[src/rtl/byte_mult_consts.vh]
`ifndef BYTE_MULT_CONSTS_VH
`define BYTE_MULT_CONSTS_VH

// operand and product widths
`define OPERAND_WIDTH 8
`define PRODUCT_WIDTH 16
// product byte positions
`define PROD_HIGH_MSB 15
`define PROD_HIGH_LSB 8
`define PROD_LOW_MSB 7
`define PROD_LOW_LSB 0
// reset values of the product pair
`define PROD_HIGH_RESET 8'h00
`define PROD_LOW_RESET 8'h00
// reset values of the flag copy and the valid pulse
`define STATUS_RESET 5'h00
`define VALID_RESET 1'h0

`endif

[src/rtl/byte_hardware_multiplier.v]
// Summary of operation
// - unsigned 8x8 multiply; high byte to product_high, low byte to product_low.
// - a multiply leaves every status flag unchanged.
// - product is ready one cycle after the multiply, no stall.
// - operands are working_register and the addressed file value.
`timescale 1ns/1ps
`include "byte_mult_consts.vh"

module byte_hardware_multiplier #(
    parameter WIDTH = `OPERAND_WIDTH
) (
    input wire clk,
    input wire resetn,
    input wire multiply_working_by_file,
    input wire [WIDTH-1:0] working_register,
    input wire [WIDTH-1:0] file_operand,
    input wire write_product_high,
    input wire write_product_low,
    input wire [WIDTH-1:0] write_data,
    input wire [4:0] status_in,
    output reg [WIDTH-1:0] product_high,
    output reg [WIDTH-1:0] product_low,
    output reg [4:0] status_out,
    output reg product_valid
);

    ////////////////////////////////////////////////////////////////////
    // byte positions within the full product
    localparam PRODUCT_WIDTH = 2 * WIDTH;
    localparam HIGH_MSB = PRODUCT_WIDTH - 1;
    localparam HIGH_LSB = WIDTH;
    localparam LOW_MSB = WIDTH - 1;
    localparam LOW_LSB = `PROD_LOW_LSB;

    // where each product byte loads from
    localparam SRC_HOLD = 2'h0;
    localparam SRC_MULTIPLY = 2'h1;
    localparam SRC_WRITE = 2'h2;

    ////////////////////////////////////////////////////////////////////
    // operands as seen by the multiplier
    wire [WIDTH-1:0] multiplicand_operand;
    wire [WIDTH-1:0] multiplier_operand;

    // product datapath signals
    wire [PRODUCT_WIDTH-1:0] full_product;
    wire [WIDTH-1:0] product_upper_byte;
    wire [WIDTH-1:0] product_lower_byte;

    // load source of each byte
    reg [1:0] high_source;
    reg [1:0] low_source;

    // next values of the output registers
    reg [WIDTH-1:0] product_high_next;
    reg [WIDTH-1:0] product_low_next;
    reg [4:0] status_next;
    reg product_valid_next;

    ////////////////////////////////////////////////////////////////////
    // working register and file
    assign multiplicand_operand = working_register;
    assign multiplier_operand = file_operand;

    ////////////////////////////////////////////////////////////////////
    // unsigned byte multiplier
    unsigned_byte_product #(
        .WIDTH(WIDTH)
    ) product_core (
        .multiplicand(multiplicand_operand),
        .multiplier(multiplier_operand),
        .product(full_product)
    );

    ////////////////////////////////////////////////////////////////////
    // split product bytes
    assign product_upper_byte = full_product[HIGH_MSB:HIGH_LSB];
    assign product_lower_byte = full_product[LOW_MSB:LOW_LSB];

    ////////////////////////////////////////////////////////////////////
    // multiply beats write
    // a write in a multiply cycle is dropped
    always @*
    begin
        high_source = SRC_HOLD;
        if (multiply_working_by_file)
        begin
            high_source = SRC_MULTIPLY;
        end
        else if (write_product_high)
        begin
            high_source = SRC_WRITE;
        end
    end

    // multiply beats write
    // a write in a multiply cycle is dropped
    always @*
    begin
        low_source = SRC_HOLD;
        if (multiply_working_by_file)
        begin
            low_source = SRC_MULTIPLY;
        end
        else if (write_product_low)
        begin
            low_source = SRC_WRITE;
        end
    end

    ////////////////////////////////////////////////////////////////////
    // upper product byte
    // hold is the default: product_high keeps its value
    always @*
    begin
        case (high_source)
            SRC_MULTIPLY:
            begin
                product_high_next = product_upper_byte;
            end
            SRC_WRITE:
            begin
                product_high_next = write_data;
            end
            default:
            begin
                product_high_next = product_high;
            end
        endcase
    end

    ////////////////////////////////////////////////////////////////////
    // lower product byte
    // hold is the default: product_low keeps its value
    always @*
    begin
        case (low_source)
            SRC_MULTIPLY:
            begin
                product_low_next = product_lower_byte;
            end
            SRC_WRITE:
            begin
                product_low_next = write_data;
            end
            default:
            begin
                product_low_next = product_low;
            end
        endcase
    end

    ////////////////////////////////////////////////////////////////////
    // flags pass untouched
    always @*
    begin
        status_next = status_in;
    end

    always @*
    begin
        product_valid_next = multiply_working_by_file;
    end

    ////////////////////////////////////////////////////////////////////
    // single cycle update
    always @(posedge clk or negedge resetn)
    begin
        if (!resetn)
        begin
            product_high <= `PROD_HIGH_RESET;
        end
        else
        begin
            product_high <= product_high_next;
        end
    end

    always @(posedge clk or negedge resetn)
    begin
        if (!resetn)
        begin
            product_low <= `PROD_LOW_RESET;
        end
        else
        begin
            product_low <= product_low_next;
        end
    end

    always @(posedge clk or negedge resetn)
    begin
        if (!resetn)
        begin
            status_out <= `STATUS_RESET;
        end
        else
        begin
            status_out <= status_next;
        end
    end

    always @(posedge clk or negedge resetn)
    begin
        if (!resetn)
        begin
            product_valid <= `VALID_RESET;
        end
        else
        begin
            product_valid <= product_valid_next;
        end
    end

endmodule

[src/rtl/unsigned_byte_product.v]
`timescale 1ns/1ps
// combinational unsigned product of two bytes
module unsigned_byte_product #(
    parameter WIDTH = 8
) (
    input wire [WIDTH-1:0] multiplicand,
    input wire [WIDTH-1:0] multiplier,
    output wire [2*WIDTH-1:0] product
);

    wire [2*WIDTH-1:0] wide_multiplicand;
    wire [2*WIDTH-1:0] wide_multiplier;

    assign wide_multiplicand = {{WIDTH{1'b0}}, multiplicand};
    assign wide_multiplier = {{WIDTH{1'b0}}, multiplier};
    assign product = wide_multiplicand * wide_multiplier;

endmodule
[config.mk]
export PLATFORM = sky130hd
export DESIGN_NAME = byte_hardware_multiplier
export DESIGN_NICKNAME = d
export VERILOG_FILES = /design/src/rtl/byte_hardware_multiplier.v /design/src/rtl/unsigned_byte_product.v
export VERILOG_INCLUDE_DIRS = /design/src /design/src/rtl
export SDC_FILE = /design/constraint.sdc
export NUM_CORES = 1
export LEC_CHECK = 0
export BUFFER_PORTS_ARGS = -buffer_cell sky130_fd_sc_hd__buf_2
export CORE_UTILIZATION = 50
export DETAILED_ROUTE_END_ITERATION = 6
export PLACE_DENSITY = 0.79
export SKIP_CTS_REPAIR_TIMING = 1
export SYNTH_ARGS = -nofsm -noshare
export SYNTH_HDL_FRONTEND = slang
export SYNTH_SLANG_ARGS = --single-unit
export TNS_END_PERCENT = 5
[constraint.sdc]
create_clock -name clk -period 1.3 [get_ports clk]
set_clock_uncertainty 0.15 [all_clocks]
set_input_delay 0.065 -clock clk [delete_from_list [all_inputs] [get_ports clk]]
set_output_delay 0.065 -clock clk [all_outputs]
set_load 0.02 [all_outputs]
======== Word-level counts from Yosys, hierarchy flattened ========
Index checks and enable logic that the tools add are counted.
word-level totals
  register bits ........................... 22
  output and inout bits ................... 22
  word-level logic and storage cells ...... 17
cells by class
  multipliers ............................. 1
  equal/unequal tests ..................... 4
  muxes and demuxes ....................... 6
  reduce and logical (&&, ||, !) cells .... 2
operator list
  cell                                                                   count
  8-bit one-hot mux with 2 select lines                                  2
  8-bit by 8-bit multiplier with 16-bit output                           1
  2-bit 2-to-1 mux                                                       4
  2-bit by 1-bit equality test with 1-bit output, second input constant  2
  2-bit equality test, second input constant                             2
  2-bit nonzero test                                                     2

======== Depth between registers and ports, before layout ========
Gate-level depths: netlist of the first run.
  depth after elaboration ................. 4
  gate-level depth with buffers ........... 15
  depth with buffers taken out ............ 15

======== Modules after synthesis ========
A second synthesis of the first run with hierarchy kept.
unflattened totals
  cells, all modules ...................... 318
  area total of the unflattened synthesis .. 3017.9 µm²
modules (own cells, without submodules)
  module                    times used  cells an instance  area each (µm²)  seq. area each (µm²)
  unsigned_byte_product     1           243                2125.8           0.0
  byte_hardware_multiplier  1           75                 892.1            550.5

======== Worst setup path before layout of the first run ========
Ideal clock, no wire load.
  path kind ............................... input -> register
  start ................................... input port file_operand[7]
  end ..................................... register product_high[6]
  setup time .............................. 0.120 ns
  data arrival time ....................... 3.631 ns
  data required time ...................... 1.030 ns
  slack ................................... -2.601 ns
  stages on the path ...................... 13
  cells stage by stage .................... nand2_1 fa_1 fa_1 inv_1 fa_1 inv_1 fa_1 inv_1 ha_1 nand4_1 a211oi_2 or4_1 a31o_1
on the way
  longest elaborated chain between the ends .. 2
ends and longest elaborated chain
  element                                       RTL line                        source
  from (decl)                                   byte_hardware_multiplier.v:16   input wire [WIDTH-1:0] file_operand,
  8-bit by 8-bit multiplier with 16-bit output  unsigned_byte_product.v:16      assign product = wide_multiplicand * wide_multiplier;
  8-bit one-hot mux with 2 select lines         byte_hardware_multiplier.v:116  case (high_source)
  to (signal assigned)                          byte_hardware_multiplier.v:171  product_high <= `PROD_HIGH_RESET;
  to (signal assigned)                          byte_hardware_multiplier.v:175  product_high <= product_high_next;
  to (decl)                                     byte_hardware_multiplier.v:21   output reg [WIDTH-1:0] product_high,
Every way passes these cells.
A chain may end at the register's enable or synchronous reset.

======== Worst setup path after layout of the first run ========
  start ................................... input port file_operand[7]
  end ..................................... register product_high[5]
The elaborated chain is that of the path after synthesis.

==> reports/summary.txt, run 1 <==
met2 routed WL: 3650 µm
WP data required: 1.32 ns
RSZ-0062 raised after global routing: true
Post-synth top flop: dfrtp_1
leakage power: 2.06 nW
synthesized flop and latch total: 22
Reg area: 551 µm²
All-Layer GR Usage: 22.5%
Total Power: 5.72 mW
Worst Hold Launch: write_data[1]
flop-to-flop setup slack: 0.06 ns
top layer in use: met4
Post-Syn Area per Cell: 9.31 µm²
hold endpoint: product_high[1]
Fin. Hold Viols: 4
utilization after layout: 71.0%
setup ws final: -2.30 ns
sequential-to-total area share from yosys stat: 18.4%
Syn Inst Count: 321
htree depth: 1
Slew @ Worst Pin: 0.490 ns
CP max-delay cell: fa_1
initial DRC count: 108
Synth Warn #: 0
met1 WL: 2900 µm
R2R cell count: 3
Tmin final: 3.60 ns
initial antenna violation count: 0
I/O pin cnt: 56
Post-synth EDFFs: 0
share of post-route cells with drive strength above 1: 34.0%
Critical path origin: file_operand[7]
Max Freq: 278 MHz
Startpoint Class: input port
Via density: 5.21
via count: 2596
clk_lat worst skew: 0.25 ns
initial core utilization: 53.0%
Final Net Count: 534
PwrDens: 1430 nW/µm²
RD Place Congestion: 0.789
WL met3: 283 µm
CTS tree: built
Worst setup EP type: flip-flop
Synth async-reset ratio: 100%
die width: 79.3 µm
Core Box Area: 5640 µm²
Hold Slack: -0.0150 ns
Longest Clk Path Bufs: 2
Mapped Nets: 427
layout overhead on the synthesized area: 34.1%
root buffer cell: clkbuf_8
grt ovf: 0
vias in the first global route: 2466
CP Max Fanout: 6
failing checks: hold timing, setup timing
max-cap violations: 0
Routed Antenna Nets: 0
Critical Path Most Common Cell: fa_1
HPWL after DPL: 5590 µm
worst reg2reg endpoint: product_high[5]
crit path DAT: 3.62 ns
commonest non-fill, non-tap cell in the layout: buf_4
Hold Path Class: in -> reg
filler cell count: 415
area of the multi-input gates: 2380 µm²
diode count: 0
Die ar.: 6290 µm²
Max stage delay on crit path: 0.55 ns
Row Count: 27
most frequent cells in the layout: buf_4 (48), buf_2 (44), inv_1 (41)
hold path cells: 3
Slew Limit Fails: 0
clock-pin slew on the worst setup and hold paths: 0.07 ns
wire length per cell: 13.9 µm
clk sinks: 22
DR pass1 iterations: 5
Slew headroom: 67.3%
Setup violations, final: 14
reg2reg start: product_high[5]
die height: 79.3 µm
global-route wire length before repair: 11100 µm
crit path cell chain: buf_4 > and2_4 > fa_1 > fa_1 > fa_1 > inv_2 > fa_1 > inv_2 > ha_4 > o211ai_1 > a21oi_2 > o211ai_1 > buf_4 > o21a_1 > a311oi_2
# port buffers: 55
post-synthesis cell area: 2990 µm²
CTS buffer count: 3
largest net degree at the start of global routing: 23
peak supply drop: 0.833 mV
CP Class: in -> reg
WL final: 6910 µm
status: finished with violations
Final Cycle Share: 277%
DR DRC count: 0
Cell variety after synth: 38
==> metrics by stage <==
step	cell area [µm²]	worst slack, ns	TNS [ns]	instances
final	4010	-2.30	-25.25	498
after global routing	4010	-2.43	-27.04	498
after CTS	3760	-2.41	-26.71	486
after detailed placement	3720	-2.67	-30.40	483
after global placement	3720	-2.62	-29.73	483
after floorplan	3060	-2.40	-24.79	321
==> power breakdown <==
part           internal, mW  switching, mW
combinational          2.12           2.20
clock                 0.206          0.204
sequential            0.878          0.102
total                  3.21           2.51
==> sequential cells by signal, summed over array words and instances (netlist names) <==
name	count
product_valid	1
status_out	5
product_low	8
product_high	8
==> cells by family (layout without fill, tap and decap cells) <==
group / count (synthesis) / in the layout / synth area share, %
adder cells (fa/ha/maj): 72 / 72 / 39.2
AO/OA/AOI/OAI: 48 / 48 / 10.4
AND/OR/NAND/NOR: 106 / 106 / 19.2
flip-flops: 22 / 22 / 18.4
XOR/XNOR: 7 / 7 / 2.05
buffers and inverters: 55 / 160 / 7.03
multiplexers: 11 / 11 / 3.73
==> metal layers <==
metal  vias up  GRT usage [%]
met4         0           1.09
met3        10           2.41
met5         -              0
met2        57           39.7
met1      1274           31.1
li1       1255              -
==> critical path, delay by kind of cell <==
kind	cells	cell delay, ns
AOI/OAI and AO/OA	5	0.73
adders and majority gates	5	2.28
and+or+nand+nor	1	0.16
buffers and inverters	4	0.38
==> Yosys cell counts (2+ instances only) <==
master,instances,area share (%)
nor2b_1,7,1.5
o21ai_0,12,2.0
xor2_1,2,0.59
a21oi_1,16,2.7
clkbuf_1,6,0.75
dfrtp_1,22,18
nor3_1,2,0.33
nand2_1,28,3.5
fa_1,36,24
inv_1,48,6.0
xnor2_1,5,1.5
mux2i_1,10,3.3
nand3_1,4,0.67
a211oi_1,7,1.8
and2_1,46,9.6
ha_1,36,15
nand2b_1,3,0.63
a21o_1,2,0.50
nor2_1,9,1.1
o211ai_1,2,0.50
==> worst max-delay path by stage <==
stage	endpoint	slack (ns)	depth (start not counted)
6_report	product_high[5]	-2.30	15
4_1_cts	product_high[5]	-2.41	14
2_1_floorplan	product_high[6]	-2.40	13
3_3_place_gp	product_high[5]	-2.62	14
5_1_grt	product_high[5]	-2.43	15
3_5_place_dp	product_high[5]	-2.67	14
==> area by class of cell <==
| class | count | area share, % |
|---|---|---|
| Clock buffer | 3 | 1.03 |
| Inverter | 48 | 4.50 |
| Multi-Input combinational cell | 244 | 59.5 |
| Sequential cell | 22 | 13.7 |
| Tap cell | 72 | 2.25 |
| Timing Repair Buffer | 109 | 19.0 |
(Power assumes the default switching activity.)
==> run 2, diff against run 1 <==
--- a/config.mk
+++ b/config.mk
@@ -11,6 +11,7 @@
 export DETAILED_ROUTE_END_ITERATION = 6
 export PLACE_DENSITY = 0.79
 export SKIP_CTS_REPAIR_TIMING = 1
+export SKIP_LAST_GASP = 1
 export SYNTH_ARGS = -nofsm -noshare
 export SYNTH_HDL_FRONTEND = slang
 export SYNTH_SLANG_ARGS = --single-unit
==> reports/summary.txt, run 2 (synthesized netlist as in run 1, its figures left out) <==
status: finished with violations
failing checks: hold timing, setup timing
initial DRC count: 146 (+35%)
Fin. Hold Viols: 4 (unchanged)
Hold Slack: -0.0140 ns (+0.000949 ns)
Via density: 5.24 (+0.58%)
Clock Power Share: 7.2% (about the same)
WP data required: 1.30 ns (-0.02 ns)
Gate power share: 75.6% (about the same)
CP Class: in -> reg
Tmin final: 3.60 ns (-0.00148 ns)
share of post-route cells with drive strength above 1: 33.1% (-0.94 points)
WL final: 6930 µm (+0.20%)
Startpoint Class: input port
initial core utilization: 53.0% (unchanged)
clock-pin slew on the worst setup and hold paths: 0.07 ns (about the same)
non-filler instance count after layout: 498 (unchanged)
wire length per cell: 13.9 µm (+0.20%)
Max Freq: 278 MHz (about the same)
layout overhead on the synthesized area: 33.6%
WL met3: 231 µm (-18%)
CTS tree: built
Total Power: 5.69 mW (-0.54%)
die height: 79.3 µm (unchanged)
PwrDens: 1420 nW/µm² (-0.16%)
Setup violations, final: 14 (unchanged)
htree depth: 1 (unchanged)
Core Box Area: 5640 µm² (unchanged)
Final Net Count: 534 (unchanged)
RSZ-0062 raised after global routing: true
initial antenna violation count: 0 (unchanged)
met2 routed WL: 3670 µm (+0.47%)
Die ar.: 6290 µm² (unchanged)
Slew headroom: 66.8% (-0.46 points)
setup ws final: -2.30 ns (+0.00148 ns)
crit path DAT: 3.60 ns (-0.02 ns)
clk_lat worst skew: 0.25 ns (about the same)
Worst setup EP type: flip-flop
CP Max Fanout: 5 (-1)
DR pass1 iterations: 4 (-1)
Hold Path Class: in -> reg
I/O pin cnt: 56 (unchanged)
max-cap violations: 0 (unchanged)
Net Sw Frac: 43.8% (-0.070 points)
commonest non-fill, non-tap cell in the layout: buf_4
Post-Place Cells: 483 (unchanged)
root buffer cell: clkbuf_8
RD Place Congestion: 0.789 (unchanged)
most frequent cells in the layout: buf_4 (47), buf_2 (44), inv_1 (42)
largest net degree at the start of global routing: 23 (unchanged)
Non-Filler Cell Area, Final: 3990 µm² (-0.37%)
Slew Limit Fails: 0 (unchanged)
P_sw: 2.49 mW (-0.70%)
Slew @ Worst Pin: 0.497 ns (+0.00688 ns)
DP Area: 3720 µm² (unchanged)
utilization after layout: 70.8% (-0.27 points)
leakage power: 2.05 nW (-0.50%)
CTS buffer count: 3 (unchanged)
diode count: 0 (unchanged)
top layer in use: met4
grt ovf: 0 (unchanged)
peak supply drop: 0.832 mV (-0.13%)
global-route wire length before repair: 11100 µm (unchanged)
die width: 79.3 µm (unchanged)
All-Layer GR Usage: 22.5% (unchanged)
Row Count: 27 (unchanged)
setup TNS: -25.84 ns (-0.593 ns)
HPWL after DPL: 5590 µm (unchanged)
Seq pwr share: 17.2% (about the same)
Routed Antenna Nets: 0 (unchanged)
clk sinks: 22 (unchanged)
met1 WL: 2990 µm (+3.2%)
biggest regs: product_high: 8 flops, product_low: 8 flops, status_out: 5 flops
vias in the first global route: 2466 (unchanged)
Internal: 3.20 mW (-0.41%)
via count: 2611 (+0.58%)
DR DRC count: 0 (unchanged)
# port buffers: 55 (unchanged)
Longest Clk Path Bufs: 2 (unchanged)
Final Cycle Share: 277% (about the same)
run 2: worst paths after layout:
check / slack, ns / depth (start not counted) / from / endpoint
max: -2.30 / 14 / working_register[1] / product_high[6]
min: -0.01 / 3 / write_data[6] / product_low[6]
max reg2reg: 0.06 / 3 / product_high[5] / product_high[5]
min reg2reg: 0.43 / 2 / product_low[6] / product_low[6]
max in group asynchronous: 0.50 / 2 / resetn / product_low[0]
min in group asynchronous: 0.16 / 2 / resetn / status_out[2]
run 2: worst max-delay path, stage by stage:
cell	delay, ns
buf_4	0.13
and2_4	0.16
fa_2	0.37
inv_2	0.07
fa_1	0.43
fa_1	0.47
fa_1	0.53
inv_2	0.04
ha_4	0.20
a21o_1	0.18
a21oi_4	0.16
a211oi_2	0.09
or4_4	0.47
a31o_1	0.22
run 2: layer usage:
metal,up-vias,GRT usage [%]
li1,1258,-
met1,1294,31.1
met2,55,39.7
met3,4,2.41
met4,0,1.09
met5,-,0
run 2: final cells by class:
type | instances | area (µm²)
clock buffer | 3 | 41.3
tap | 72 | 90.1
sequential | 22 | 551
timing repair buffer | 109 | 761
inverter | 48 | 180
multi-input combinational | 244 | 2370
fill | 418 | 1650
run 2: power by group through the flow:
stage	combinational [mW]	sequential [mW]	clock, mW
2_1_floorplan	2.40	1.22	0
3_3_place_gp	3.92	0.980	0
3_5_place_dp	4.04	0.983	0
4_1_cts	4.07	0.973	0.419
5_1_grt	4.76	1.00	0.439
6_report	4.30	0.980	0.408
run 2: per-stage QoR:
step / setup WS, ns / hold WS (ns)
6_report: -2.30 / -0.0140
2_1_floorplan: -2.40 / -0.381
3_5_place_dp: -2.67 / -0.0902
4_1_cts: -2.41 / -0.367
3_3_place_gp: -2.62 / -0.0960
5_1_grt: -2.45 / 0.00707
